### config.mk
export PLATFORM = sky130hd
export DESIGN_NAME = adc_channel_control_regs
export DESIGN_NICKNAME = d
export VERILOG_FILES = /design/src/inc/adc_ctrl_pkg.sv /design/src/inc/overflow_if.sv /design/src/overflow_flag_unit.sv /design/src/adc_channel_control_regs.sv
export SDC_FILE = /design/constraint.sdc
export NUM_CORES = 1
export LEC_CHECK = 0
export BUFFER_PORTS_ARGS = -buffer_cell sky130_fd_sc_hd__buf_2
export CORE_ASPECT_RATIO = 0.9
export CORE_MARGIN = 8
export CORE_UTILIZATION = 35
export DETAILED_ROUTE_END_ITERATION = 16
export GPL_TIMING_DRIVEN = 0
export HOLD_SLACK_MARGIN = 0.08
export PLACE_DENSITY = 0.6
export SKIP_LAST_GASP = 1
export SLEW_MARGIN = 20
export SYNTH_ARGS = -nofsm -noshare
export SYNTH_HDL_FRONTEND = slang
export SYNTH_SLANG_ARGS = --single-unit
### constraint.sdc
create_clock -name i_ref_clk -period 4.4 [get_ports i_ref_clk]
set_input_delay 0.22 -clock i_ref_clk [delete_from_list [all_inputs] [get_ports i_ref_clk]]
set_output_delay 0.22 -clock i_ref_clk [all_outputs]
set_load 0.1 [all_outputs]
### src/inc/adc_ctrl_pkg.sv
// Register map constants for the channel control and status register bank.
package adc_ctrl_pkg;

	// ------------------------------------------------------------------
	// Sizes
	// ------------------------------------------------------------------
	localparam int CHANNELS = 8;
	localparam int PAIRS    = 4;
	localparam int OUTPUTS  = 4;

	// ------------------------------------------------------------------
	// Register offsets
	// ------------------------------------------------------------------
	localparam logic [6:0] OFS_OVERFLOW_STATUS = 7'h02;
	localparam logic [6:0] OFS_OVERFLOW_MASK   = 7'h03;
	localparam logic [6:0] OFS_HIGHPASS        = 7'h04;
	localparam logic [6:0] OFS_POWER_DOWN      = 7'h06;
	localparam logic [6:0] OFS_CHANNEL_MUTE    = 7'h08;
	localparam logic [6:0] OFS_SERIAL_DISABLE  = 7'h0a;
	localparam logic [6:0] OFS_RESERVED_A      = 7'h05;
	localparam logic [6:0] OFS_RESERVED_B      = 7'h07;
	localparam logic [6:0] OFS_RESERVED_C      = 7'h09;

	// ------------------------------------------------------------------
	// Reset values
	// ------------------------------------------------------------------
	localparam logic [7:0] RST_OVERFLOW_STATUS = 8'hff;
	localparam logic [7:0] RST_OVERFLOW_MASK   = 8'hff;
	localparam logic [7:0] RST_HIGHPASS        = 8'h00;
	localparam logic [7:0] RST_POWER_DOWN      = 8'h00;
	localparam logic [7:0] RST_CHANNEL_MUTE    = 8'h00;
	localparam logic [7:0] RST_SERIAL_DISABLE  = 8'h00;

	// ------------------------------------------------------------------
	// Field positions
	// ------------------------------------------------------------------
	localparam int POS_POINTER_POINTER_AUTO_INCREMENT   = 7;
	localparam int POS_REFERENCE_OFF  = 5;
	localparam int POS_OSCILLATOR_OFF = 4;
	localparam logic [7:0] MASK_POWER_DOWN     = 8'h3f;
	localparam logic [7:0] MASK_SERIAL_DISABLE = 8'h0f;

endpackage

### src/inc/overflow_if.sv
// Carrier between the register bank and its overflow flag unit.
interface overflow_if;
	logic [7:0] events;
	logic       read_clear;
	logic [7:0] pin_mask;
	logic [7:0] status_n;
	logic       pin_low;

	modport unit (
		input  events,
		input  read_clear,
		input  pin_mask,
		output status_n,
		output pin_low
	);

	modport bank (
		output events,
		output read_clear,
		output pin_mask,
		input  status_n,
		input  pin_low
	);
endinterface

### src/overflow_flag_unit.sv
// Sticky overflow flags that clear on read, and the masked pin request.
module overflow_flag_unit (
	input  wire logic   i_ref_clk,
	input  wire logic   i_sys_rst,
	overflow_if.unit    ovf
);

	typedef struct packed {
		logic [7:0] flags;
	} flag_state_t;

	flag_state_t state_reg;
	flag_state_t state_next;

	// ------------------------------------------------------------------
	// Flag update
	// ------------------------------------------------------------------
	// A read clears what was captured; an event in the same cycle stays.
	always_comb begin
		state_next = state_reg;
		if (ovf.read_clear) begin
			state_next.flags = ovf.events;
		end else begin
			state_next.flags = state_reg.flags | ovf.events;
		end
	end

	always_ff @(posedge i_ref_clk) begin
		if (i_sys_rst) begin
			state_reg.flags <= ~adc_ctrl_pkg::RST_OVERFLOW_STATUS;
		end else begin
			state_reg <= state_next;
		end
	end

	assign ovf.status_n = ~state_reg.flags;
	assign ovf.pin_low  = |(state_reg.flags & ovf.pin_mask);
endmodule // overflow_flag_unit

### src/adc_channel_control_regs.sv
// Per-channel control and status register bank of the converter.
//
// Notes on behaviour
// - Overflow status reads 0xff after reset: no overflow recorded.
// - Overflow drives its status bit low and pulls the overflow pin low.
// - Status bits stay asserted until the host reads the status register.
// - Overflow mask resets to 0xff, every channel may act on the pin.
// - Masked channel still records overflow; with the control port enabled it never moves the pin.
// - One filter bit per channel; reset zero keeps all filters active.
// - Power-down register resets to zero: everything powered and clocked.
// - Bit five switches off the internal voltage reference.
// - Bit four stops the internal oscillator core.
// - Bit four also blocks an external master clock from the logic.
// - Bits three to zero stop a channel pair and zero its data.
// - Mute register resets to zero: no channel muted.
// - A muted channel sends all-zero sample words.
// - Output-disable register resets to zero: all four outputs driven.
// - Low four disable bits tri-state their output; upper four unused.
// - Register values act only once the control-port enable is set.
// - Pointer advances after each byte only when auto-increment is set.
module adc_channel_control_regs (
	input  wire logic       i_ref_clk,
	input  wire logic       i_sys_rst,
	input  wire logic       i_control_port_enable,
	input  wire logic       i_pointer_write,
	input  wire logic [7:0] i_pointer_byte,
	input  wire logic       i_data_write,
	input  wire logic [7:0] i_write_byte,
	input  wire logic       i_data_read,
	input  wire logic [7:0] i_overflow_event,
	output logic      [7:0] o_read_byte,
	output logic            o_overflow_pin_out,
	output logic            o_overflow_pin_oe_n,
	output logic      [7:0] o_dc_filter_disable,
	output logic            o_reference_power_off,
	output logic            o_oscillator_power_off,
	output logic            o_core_clock_enable,
	output logic      [3:0] o_pair_clock_enable,
	output logic      [7:0] o_channel_force_zero,
	output logic      [3:0] o_serial_out_oe_n,
	output logic      [6:0] o_pointer,
	output logic            o_pointer_auto_increment
);

	// ------------------------------------------------------------------
	// State
	// ------------------------------------------------------------------
	typedef struct packed {
		logic [6:0] pointer;
		logic       auto_pointer_auto_increment;
		logic [7:0] pin_mask;
		logic [7:0] filter;
		logic [7:0] power;
		logic [7:0] mute;
		logic [7:0] out_dis;
		logic [7:0] read_byte;
		logic [7:0] filter_eff;
		logic [7:0] power_eff;
		logic [7:0] zero_eff;
		logic [3:0] oe_n_eff;
	} bank_state_t;

	bank_state_t state_reg;
	bank_state_t state_next;

	overflow_if ovf ();

	// ------------------------------------------------------------------
	// Read decode
	// ------------------------------------------------------------------
	function automatic logic [7:0] read_value(
		input logic [6:0] addr,
		input bank_state_t st,
		input logic [7:0] status_n
	);
		logic [7:0] value;
		value = 8'h00;
		unique case (addr)
			adc_ctrl_pkg::OFS_OVERFLOW_STATUS: value = status_n;
			adc_ctrl_pkg::OFS_OVERFLOW_MASK:   value = st.pin_mask;
			adc_ctrl_pkg::OFS_HIGHPASS:        value = st.filter;
			adc_ctrl_pkg::OFS_POWER_DOWN:      value = st.power;
			adc_ctrl_pkg::OFS_CHANNEL_MUTE:    value = st.mute;
			adc_ctrl_pkg::OFS_SERIAL_DISABLE:  value = st.out_dis;
			default:                           value = 8'h00;
		endcase
		return value;
	endfunction

	// Pair power-down expanded to the two channels of each pair.
	function automatic logic [7:0] pair_to_channels(input logic [3:0] p);
		return {p[3], p[3], p[2], p[2], p[1], p[1], p[0], p[0]};
	endfunction

	// ------------------------------------------------------------------
	// Next state
	// ------------------------------------------------------------------
	always_comb begin
		state_next = state_reg;
		if (i_pointer_write) begin
			state_next.pointer   = i_pointer_byte[6:0];
			state_next.auto_pointer_auto_increment =
				i_pointer_byte[adc_ctrl_pkg::POS_POINTER_POINTER_AUTO_INCREMENT];
		end else if (i_data_write || i_data_read) begin
			if (state_reg.auto_pointer_auto_increment) begin
				state_next.pointer = state_reg.pointer + 7'h01;
			end
		end
		if (i_data_read && !i_pointer_write) begin
			state_next.read_byte =
				read_value(state_reg.pointer, state_reg, ovf.status_n);
		end
		if (i_data_write && !i_pointer_write) begin
			unique case (state_reg.pointer)
				adc_ctrl_pkg::OFS_OVERFLOW_MASK: begin
					state_next.pin_mask = i_write_byte;
				end
				adc_ctrl_pkg::OFS_HIGHPASS: begin
					state_next.filter = i_write_byte;
				end
				adc_ctrl_pkg::OFS_POWER_DOWN: begin
					state_next.power =
						i_write_byte & adc_ctrl_pkg::MASK_POWER_DOWN;
				end
				adc_ctrl_pkg::OFS_CHANNEL_MUTE: begin
					state_next.mute = i_write_byte;
				end
				adc_ctrl_pkg::OFS_SERIAL_DISABLE: begin
					state_next.out_dis =
						i_write_byte & adc_ctrl_pkg::MASK_SERIAL_DISABLE;
				end
				default: begin
				end
			endcase
		end
		if (i_control_port_enable) begin
			state_next.filter_eff = state_next.filter;
			state_next.power_eff  = state_next.power;
			state_next.zero_eff   = state_next.mute
				| pair_to_channels(state_next.power[3:0]);
			state_next.oe_n_eff   = state_next.out_dis[3:0];
		end else begin
			state_next.filter_eff = adc_ctrl_pkg::RST_HIGHPASS;
			state_next.power_eff  = adc_ctrl_pkg::RST_POWER_DOWN;
			state_next.zero_eff   = adc_ctrl_pkg::RST_CHANNEL_MUTE;
			state_next.oe_n_eff   = adc_ctrl_pkg::RST_SERIAL_DISABLE[3:0];
		end
	end

	always_ff @(posedge i_ref_clk) begin
		if (i_sys_rst) begin
			state_reg.pointer    <= 7'h00;
			state_reg.auto_pointer_auto_increment  <= 1'b0;
			state_reg.pin_mask   <= adc_ctrl_pkg::RST_OVERFLOW_MASK;
			state_reg.filter     <= adc_ctrl_pkg::RST_HIGHPASS;
			state_reg.power      <= adc_ctrl_pkg::RST_POWER_DOWN;
			state_reg.mute       <= adc_ctrl_pkg::RST_CHANNEL_MUTE;
			state_reg.out_dis    <= adc_ctrl_pkg::RST_SERIAL_DISABLE;
			state_reg.read_byte  <= 8'h00;
			state_reg.filter_eff <= adc_ctrl_pkg::RST_HIGHPASS;
			state_reg.power_eff  <= adc_ctrl_pkg::RST_POWER_DOWN;
			state_reg.zero_eff   <= adc_ctrl_pkg::RST_CHANNEL_MUTE;
			state_reg.oe_n_eff   <= adc_ctrl_pkg::RST_SERIAL_DISABLE[3:0];
		end else begin
			state_reg <= state_next;
		end
	end

	// ------------------------------------------------------------------
	// Overflow flags
	// ------------------------------------------------------------------
	// The mask acts only under the control port; otherwise all channels act.
	assign ovf.events     = i_overflow_event;
	assign ovf.read_clear = i_data_read && !i_pointer_write
		&& state_reg.pointer == adc_ctrl_pkg::OFS_OVERFLOW_STATUS;
	assign ovf.pin_mask   = i_control_port_enable ? state_reg.pin_mask
		: adc_ctrl_pkg::RST_OVERFLOW_MASK;

	overflow_flag_unit u_flags (
		.i_ref_clk (i_ref_clk),
		.i_sys_rst (i_sys_rst),
		.ovf       (ovf.unit)
	);

	// ------------------------------------------------------------------
	// Outputs
	// ------------------------------------------------------------------
	// The open-drain pin only ever pulls low; released it floats high.
	assign o_overflow_pin_out     = 1'b0;
	assign o_overflow_pin_oe_n    = ~ovf.pin_low;
	assign o_read_byte            = state_reg.read_byte;
	assign o_dc_filter_disable    = state_reg.filter_eff;
	assign o_reference_power_off  =
		state_reg.power_eff[adc_ctrl_pkg::POS_REFERENCE_OFF];
	assign o_oscillator_power_off =
		state_reg.power_eff[adc_ctrl_pkg::POS_OSCILLATOR_OFF];
	assign o_core_clock_enable    =
		~state_reg.power_eff[adc_ctrl_pkg::POS_OSCILLATOR_OFF];
	assign o_pair_clock_enable    = ~state_reg.power_eff[3:0];
	assign o_channel_force_zero   = state_reg.zero_eff;
	assign o_serial_out_oe_n      = state_reg.oe_n_eff;
	assign o_pointer              = state_reg.pointer;
	assign o_pointer_auto_increment = state_reg.auto_pointer_auto_increment;

	// ------------------------------------------------------------------
	// Checks
	// ------------------------------------------------------------------
	logic access;
	assign access = (i_data_write || i_data_read) && !i_pointer_write;
endmodule // adc_channel_control_regs

==> impl_metrics.json, run 1 <==
{
  "status": "finished clean",
  "fillers": 1048,
  "cp_max_fo": 8,
  "routabilityCongestion": 0.916,
  "timing.final.crit_share": 0.536,
  "boundaryPins": 75,
  "final.setup.tns_ns": 0,
  "die_y_um": 113,
  "rows": 35,
  "syn-num-nets": 440,
  "power_mw": 1.73,
  "worstHoldPathType": "in2reg",
  "clk_pin_slew_ns": 0.06,
  "synthArstFlopShare": 0,
  "pre_cts_ws_ns": 2.06,
  "grt_max_degree": 15,
  "dieArea_mm2": 0.0139,
  "synth-seq-area-share": 0.462,
  "p_leak_nw": 1.88,
  "dp.cells": 608,
  "nets": 523,
  "vdd_drop_max_v": 0.000193,
  "grt_setup_unrepaired": "false",
  "slew_headroom": 0.373,
  "core_region_area_mm2": 0.0102,
  "grt_first_pass_wirelength_um": 16000,
  "largest_reg_flops": 38,
  "wirelength_um": 9740,
  "mostFrequentLayoutCell": "dfxtp_1",
  "yosys_warnings": 0,
  "area_growth_pct": 22.4,
  "critical_path.startpoint_type": "register",
  "post_dp_cell_area_mm2": 0.00416,
  "critPathSlowestCell": "nor4_2",
  "cts-root-buf": "clkbuf_16",
  "synth-edff-count": 0,
  "clock_latency_ns": 0.33,
  "avgRoutedWirePerCell_um": 15.6,
  "final_cell_area_mm2": 0.00445,
  "end_kind": "register",
  "critical_path_required_ns": 4.60,
  "synthDistinctLibCells": 38,
  "worst_slack_ns": 2.04,
  "start_util": 0.357,
  "setup-violations-final": 0,
  "path_class": "reg2reg",
  "post_cts_buffers": 0,
  "antenna_found_initial": 0,
  "fin_util": 0.437,
  "ys_ff_latch": 84,
  "htreeDepth": 3,
  "power_density_mw_per_mm2": 388,
  "postSynthAreaPerCell_um2": 8.94,
  "first_global_vias": 3143,
  "synth_area_mm2": 0.00364,
  "drive_above_1_share": 0.267,
  "fp.dieW_um": 123,
  "grt_overflow": 0,
  "clock_skew_ns": 0.00970,
  "period_needed_ns": 2.36,
  "crit_family": "simple AND/OR/NAND/NOR gates",
  "cts_inserted_buffers": 9,
  "cts_hold_buf": 0,
  "critPathMaxStageDelay_ns": 0.78,
  "clock_sinks": 84,
  "n_antenna_cell": 0,
  "synth_top_flop_cell": "dfxtp_1",
  "portBuffers": 72,
  "synthCells": 407,
  "cts_tree": "done",
  "vias": 3070,
  "drc": 0,
  "crit_chain": "nor4_2 > and3_1 > buf_2 > mux2i_1 > a21oi_1",
  "ant_nets": 0,
  "max_freq_mhz": 424,
  "fin_cells": 624,
  "worstMarginPinSlew_ns": 0.933,
  "dpl.hpwl_um": 7560,
  "crit_buf_inv": 1,
  "mostFrequentLayoutCells": "dfxtp_1, buf_2, nor2_1, buf_4, mux2i_1",
  "drtIter0Drc": 172,
  "finalMaxSlewViolations": 0,
  "gr-usage-all-layers": 0.145,
  "vias_per_cell": 4.92,
  "cts_resized": 0,
  "first_pass_iters": 4,
  "cap_violations": 0,
  "cp.arrival_ns": 2.56,
  "hold_viol_final": 0,
  "cts_buffer_depth": 2,
  "hold_ws_ns": 0.0909
}
==> path summary, 6_finish.rpt <==
path	from	end	slack, ns	depth (start not counted)
max	o_pointer[6]$_SDFFE_PP0P_	o_channel_force_zero[6]$_SDFF_PP0_	2.04	5
min	i_overflow_event[2]	u_flags.state_reg[2]$_SDFF_PP0_	0.09	3
max reg2reg	o_pointer[6]$_SDFFE_PP0P_	o_channel_force_zero[6]$_SDFF_PP0_	2.04	5
min reg2reg	state_reg[73]$_SDFFE_PP1P_	state_reg[73]$_SDFFE_PP1P_	0.48	1
==> tightest hold or removal path, stage by stage <==
cell and delay [ns]:
buf_2 0.08, a21oi_1 0.03, nor2_1 0.06
==> cell usage after synthesis (2+ instances only) <==
cell	count	area share
dfxtp_1	84	0.46
nor2_1	71	0.073
buf_4	36	0.074
mux2i_1	29	0.080
a21oi_1	22	0.030
inv_1	21	0.022
nand2_1	21	0.022
o21ai_0	20	0.028
clkbuf_1	14	0.014
a211o_1	9	0.022
a221oi_1	6	0.014
a32oi_1	6	0.014
nand2b_1	6	0.010
nor3_1	6	0.0083
a311oi_1	4	0.0096
buf_2	4	0.0055
nand4_1	4	0.0069
nor2b_1	4	0.0069
o211ai_1	4	0.0083
xor2_1	4	0.0096
and4_1	3	0.0072
ha_1	3	0.010
o21a_1	3	0.0062
a2111oi_0	2	0.0048
a22o_1	2	0.0048
a22oi_1	2	0.0041
buf_1	2	0.0021
nand3_1	2	0.0028
nor4_4	2	0.012
or3_1	2	0.0034
xnor2_1	2	0.0048
==> power by group <==
group	switching [mW]	internal [mW]	leakage, nW
registers	0.0148	0.776	0.682
logic	0.148	0.0556	1.05
clock network	0.297	0.439	0.139
==> layout make-up <==
| type | instances | area, um2 | share of cell area |
|---|---|---|---|
| Multi-Input combinational cell | 246 | 1530 | 0.343 |
| Clock buffer | 10 | 229 | 0.0514 |
| Timing Repair Buffer | 72 | 360 | 0.0809 |
| Buffer | 56 | 350 | 0.0787 |
| Clock inverter | 6 | 63.8 | 0.0143 |
| Inverter | 21 | 78.8 | 0.0177 |
| Sequential cell | 84 | 1680 | 0.378 |
| Tap cell | 129 | 161 | 0.0362 |
==> layer usage <==
layer  vias up  GRT usage  part of all wire
li1       1532          -                 -
met1      1427      0.179              0.42
met2        98      0.237              0.48
met3        13     0.0413             0.085
met4         0     0.0481             0.015
met5         -          0                 0
==> cells by family after synthesis <==
family,after synthesis,share of synthesized area
other,1,0.00103
AOI/OAI and AO/OA,81,0.148
and+or+nand+nor,126,0.166
DFF,84,0.462
buffers and inverters,77,0.118
muxes,29,0.0798
adders and majority gates,3,0.0103
xor gates and xnor gates,6,0.0144
No activity file was read; power rests on OpenSTA's default activity.
==> run 2: changes to the inputs <==
- ABC_AREA: unset -> 1
- clock period: 4.4 -> 2.4 ns (I/O delays scaled with it)
==> run 2 against run 1 <==
Clock skew is 0.0055 ns higher; sequential cell count is the same; wire length rose by 3.1%; worst setup slack lost 1.5 ns; worst hold slack got worse by 0.0089 ns; utilization up 2.1 points.
==> impl_metrics.json, run 2 <==
{
  "portBuffers": 71,
  "avgRoutedWirePerCell_um": 14.3,
  "yosysMostFrequentCell": "dfxtp_1",
  "hold_viol_final": 0,
  "post_dp_cell_area_mm2": 0.00426,
  "first_global_vias": 3402,
  "gr-usage-all-layers": 0.145,
  "grt_setup_unrepaired": "false",
  "yosys.area.top_type": "dfxtp_1",
  "yosys-top-cells-count": "dfxtp_1, nand2_1, nor2_1",
  "clock_sinks": 84,
  "setup-violations-final": 0,
  "timing.final.crit_share": 0.768,
  "synthArstFlopShare": 0,
  "cts-root-buf": "clkbuf_16",
  "syn-num-nets": 502,
  "n_antenna_cell": 0,
  "status": "finished clean",
  "vias": 3292,
  "cts_inserted_buffers": 9,
  "yosys_warnings": 0,
  "core_region_area_mm2": 0.0103,
  "min_to": "state_reg[68]$_SDFFE_PP1P_",
  "clk_pin_slew_ns": 0.06,
  "synthDistinctLibCells": 38,
  "boundaryPins": 75,
  "vdd_drop_max_v": 0.000395,
  "grt_overflow": 0,
  "slew_headroom": 0.578,
  "largest_reg_flops": 38,
  "synth_top_flop_cell": "dfxtp_1",
  "startpoint": "i_control_port_enable",
  "mostFrequentLayoutCell": "dfxtp_1",
  "p_seq_frac": 0.454,
  "drtIter0Drc": 193,
  "finalMaxSlewViolations": 0,
  "power_density_mw_per_mm2": 676,
  "drive_above_1_share": 0.289,
  "area_growth_pct": 26.4,
  "ys_ff_latch": 84,
  "wirelength_um": 10000,
  "post_cts_buffers": 0,
  "start_util": 0.362,
  "rows": 35,
  "critical_path.startpoint_type": "input port",
  "final.setup.tns_ns": 0,
  "cts_hold_buf": 18,
  "dpl.hpwl_um": 7520,
  "worstHoldPathType": "in2reg",
  "clock_skew_ns": 0.0151,
  "r2r-start": "o_pointer[1]$_SDFFE_PP0P_",
  "path_class": "in2out",
  "grt_first_pass_wirelength_um": 16700,
  "cp_max_fo": 10,
  "dieArea_mm2": 0.0143,
  "clock_latency_ns": 0.34,
  "fp.dieW_um": 125,
  "postSynthAreaPerCell_um2": 7.97,
  "cts_tree": "done",
  "holdCritStartpoint": "i_write_byte[0]",
  "die_y_um": 114,
  "r2r_setup_slack_ns": 0.57,
  "nets": 602,
  "synth-seq-area-share": 0.450,
  "routabilityCongestion": 0.865,
  "cts_buffer_depth": 2,
  "first_pass_iters": 4,
  "critical_path_required_ns": 2.28,
  "p_leak_nw": 2.25,
  "htreeDepth": 3,
  "cp.arrival_ns": 1.72,
  "antenna_found_initial": 0,
  "power_mw": 3.19,
  "synth_area_mm2": 0.00374,
  "period_needed_ns": 1.84,
  "synth_top_area_share": 0.450,
  "synth-edff-count": 0,
  "switching_share": 0.285,
  "power.switching_uw": 911,
  "vias_per_cell": 4.68,
  "worstMarginPinSlew_ns": 0.633,
  "mostFrequentLayoutCells": "dfxtp_1, buf_2, nand2_1, nor2_1",
  "p_clk_frac": 0.413,
  "combinationalPowerShare": 0.133,
  "cts_resized": 0,
  "r2r-end": "o_pointer[6]$_SDFFE_PP0P_",
  "drc": 0,
  "hold_depth": 3,
  "final_cell_area_mm2": 0.00473,
  "yosys-top-cells-area": "dfxtp_1, buf_4, nand2_1",
  "worst-r2r-cell-count": 8,
  "p_int_mw": 2.28,
  "grt_max_degree": 16,
  "max_freq_mhz": 543,
  "end_kind": "output port",
  "ant_nets": 0,
  "synthCells": 469,
  "cap_violations": 0
}
run 2: cell types whose count changed after synthesis, moves of 7 or more:
cell / change
o21ai_0: +17
mux2i_1: -23
nand3_1: +10
nor2_1: -7
a211o_1: -9
inv_1: +16
clkbuf_1: -7
nand2_1: +49
a21oi_1: +10
run 2: worst max path at each step:
stage	to	slack, ns	cells past startpoint
final	o_overflow_pin_oe_n	0.56	7
after global routing	o_overflow_pin_oe_n	0.37	7
after detailed placement	o_overflow_pin_oe_n	0.56	7
after CTS	o_overflow_pin_oe_n	0.56	7
after floorplan	o_overflow_pin_oe_n	0.002	5
after global placement	o_overflow_pin_oe_n	0.59	7
run 2: metrics by stage:
step	setup slack, ns	hold slack [ns]	instances	utilization
2_1_floorplan	0.00235	0.237	469	-
3_3_place_gp	0.591	0.333	669	0.412
3_5_place_dp	0.555	0.337	669	0.412
4_1_cts	0.556	0.0815	703	0.458
5_1_grt	0.369	0.0970	703	0.458
6_report	0.557	0.0819	703	0.458
run 2: power by group through the flow:
stage               Clock (mW)  Sequential (mW)  Combinational [mW]
finish                    1.32             1.45               0.426
global route              1.40             1.45               0.459
detailed placement           0             1.48               0.403
CTS                       1.34             1.45               0.427
floorplan                    0             1.48               0.304
global placement             0             1.48               0.399
run 2: critical path, cell delays in order:
cell	delay, ns
buf_2	0.13
inv_1	0.10
clkbuf_1	0.28
o21ai_0	0.27
nand4_1	0.17
nor4_2	0.17
buf_2	0.47
run 2: layout make-up:
class	instances	area, um2
tap	129	161
inverter	45	174
clock inverter	6	46.3
timing repair buffer	89	536
buffer	49	352
sequential	84	1680
fill	1032	5610
clock buffer	10	239
multi-input combinational	291	1540
run 2: logic make-up after synthesis:
kind of cell,synth area share
compound gates,0.147
xor+xnor,0.00468
fa+ha+maj,0.0100
buf+inv,0.141
flops,0.450
mux,0.0161
other cells,0.00100
simple gates,0.232
run 2: per-layer routing:
layer / global-route usage / wire length (um)
met1: 0.175 / 4620
met5: 0 / 0
met3: 0.0400 / 562
met2: 0.246 / 4780
met4: 0.0486 / 83
==> run 3: changes to the inputs <==
- ABC_AREA: 1 -> 0
- clock period: 2.4 -> 1.7 ns (I/O delays scaled with it)
==> run 3 against run 2 <==
The run now ends with setup timing left; global-route usage rose by 1.5 points; sequential cell count unchanged; clock skew down 0.0091 ns; via count up 3.1%; sequential power grew 41%; power increased by 45%; clock power grew 39%; count of clock-buffer cells in the layout unchanged; first-iteration DRC count increased by 24%; sequential share of layout area shrank 4.2 points; critical endpoint is now o_read_byte[1]$_SDFFE_PP0P_; largest cell class is now multi-input gates.
==> impl_metrics.json, run 3 (same netlist as run 1, synthesis figures left out) <==
{
  "core_region_area_mm2": 0.0102,
  "drive_above_1_share": 0.409,
  "mostFrequentLayoutCell": "dfxtp_1",
  "area_growth_pct": 48.9,
  "cts-root-buf": "clkbuf_16",
  "critical_path.startpoint_type": "register",
  "clk_pin_slew_ns": 0.07,
  "post_dp_cell_area_mm2": 0.00418,
  "power_mw": 4.63,
  "finalMaxSlewViolations": 0,
  "antenna_found_initial": 0,
  "clock_sinks": 84,
  "setup-violations-final": 18,
  "boundaryPins": 75,
  "largest_reg_flops": 38,
  "use_met1": 0.202,
  "regArea_mm2": 0.00170,
  "first_global_vias": 3464,
  "worst-r2r-cell-count": 6,
  "vias_per_cell": 5.10,
  "vdd_drop_max_v": 0.000630,
  "dpl.hpwl_um": 7730,
  "multiInputGateArea_mm2": 0.00201,
  "grt_setup_unrepaired": "true",
  "cp_max_fo": 8,
  "fillers": 894,
  "status": "finished, violations left",
  "busiest_layer": "met2",
  "slew_headroom": 0.586,
  "critical_path_required_ns": 1.94,
  "use_met3": 0.0329,
  "htreeDepth": 3,
  "grt_first_pass_wirelength_um": 17500,
  "dieArea_mm2": 0.0139,
  "period_needed_ns": 1.85,
  "worst_slack_ns": -0.149,
  "gr-usage-all-layers": 0.160,
  "fp.dieW_um": 123,
  "portBuffers": 72,
  "rows": 35,
  "clock_latency_ns": 0.34,
  "cap_violations": 0,
  "violations": "setup timing",
  "max_freq_mhz": 541,
  "routabilityCongestion": 0.905,
  "avgRoutedWirePerCell_um": 17.1,
  "cp.arrival_ns": 2.09,
  "first_pass_iters": 4,
  "grt_util_met2": 0.263,
  "n_antenna_cell": 0,
  "grt_max_degree": 16,
  "start_util": 0.357,
  "wirelength_um": 11400,
  "nets": 564,
  "power_density_mw_per_mm2": 854,
  "final_cell_area_mm2": 0.00542,
  "hold_viol_final": 0,
  "cts_buffer_depth": 2,
  "worstMarginPinSlew_ns": 0.621,
  "hold_ws_ns": 0.106,
  "mostFrequentLayoutCells": "dfxtp_1, buf_2, nor2_1, buf_4, mux2i_4",
  "ant_nets": 0,
  "cts_inserted_buffers": 9,
  "cts_tree": "done",
  "grt_overflow": 0,
  "clock_skew_ns": 0.00607,
  "path_class": "reg2reg",
  "timing.final.crit_share": 1.09,
  "drc": 0,
  "drtIter0Drc": 239,
  "p_leak_nw": 2.17,
  "die_y_um": 113,
  "hold_depth": 3,
  "worstHoldPathType": "in2reg",
  "vias": 3393,
  "end_kind": "register"
}
## run 3: changes by cell type in the layout (fill, tap and decap cells not counted), sizes merged, moves of 9 or more
cell,change
nand3,-13
buf,+25
a21oi,-12
mux2i,+23
a211o,+9
nand2,-58
o21ai,-29
inv,-24
## run 3: stage by stage
step	TNS [ns]	instances	util	worst slack, ns
2_1_floorplan	-2.11	407	-	-0.0870
3_3_place_gp	-31.33	608	0.409	-0.584
3_5_place_dp	-32.77	608	0.409	-0.625
4_1_cts	-1.19	656	0.496	-0.0819
5_1_grt	-3.57	665	0.531	-0.190
6_report	-0.541	665	0.531	-0.149
## run 3: routing by layer
layer,vias up,part of all wire
met2,120,0.49
li1,1624,-
met3,14,0.076
met1,1635,0.42
met4,0,0.014
met5,-,0
## run 3: worst max-delay path: stages, from the launching register on
cell	delay (ns)
dfxtp_4	0.36
buf_8	0.13
or4b_4	0.49
nor3_4	0.21
buf_12	0.16
a32oi_1	0.12
a311oi_1	0.27
## run 3: final timing paths
check                                                    to  slack [ns]                   startpoint
worst min-delay path               state_reg[66]$_SDFF_PP0_        0.11              i_write_byte[6]
worst min register to register  o_read_byte[7]$_SDFFE_PP0P_        0.47  o_read_byte[7]$_SDFFE_PP0P_
worst max-delay path            o_read_byte[1]$_SDFFE_PP0P_       -0.15    o_pointer[3]$_SDFFE_PP0P_
worst max register to register  o_read_byte[1]$_SDFFE_PP0P_       -0.15    o_pointer[3]$_SDFFE_PP0P_
## run 3: what timing repair did
| item | 4_1_cts | 5_1_grt |
|---|---|---|
| setup buffers | 14 | 10 |
| hold endpoints to repair | 20 | 0 |
| hold buffers | 18 | 0 |
| pin swaps | 19 | 17 |
| setup endpoints to repair | 79 | 77 |
| gates resized for setup | 64 | 62 |
## run 3: layout make-up
class / instances / area share
Multi-Input combinational cell: 246 / 0.370
Sequential cell: 84 / 0.314
Timing Repair Buffer: 114 / 0.144
Buffer: 55 / 0.0748
Clock buffer: 10 / 0.0422
Tap cell: 129 / 0.0298
Inverter: 21 / 0.0164
Clock inverter: 6 / 0.00877
## run 3: power by group
group / internal [mW] / switching, mW / total [mW]
clock: 1.00 / 0.833 / 1.84
sequential: 2.01 / 0.0428 / 2.05
combinational: 0.274 / 0.471 / 0.745
total: 3.28 / 1.35 / 4.63
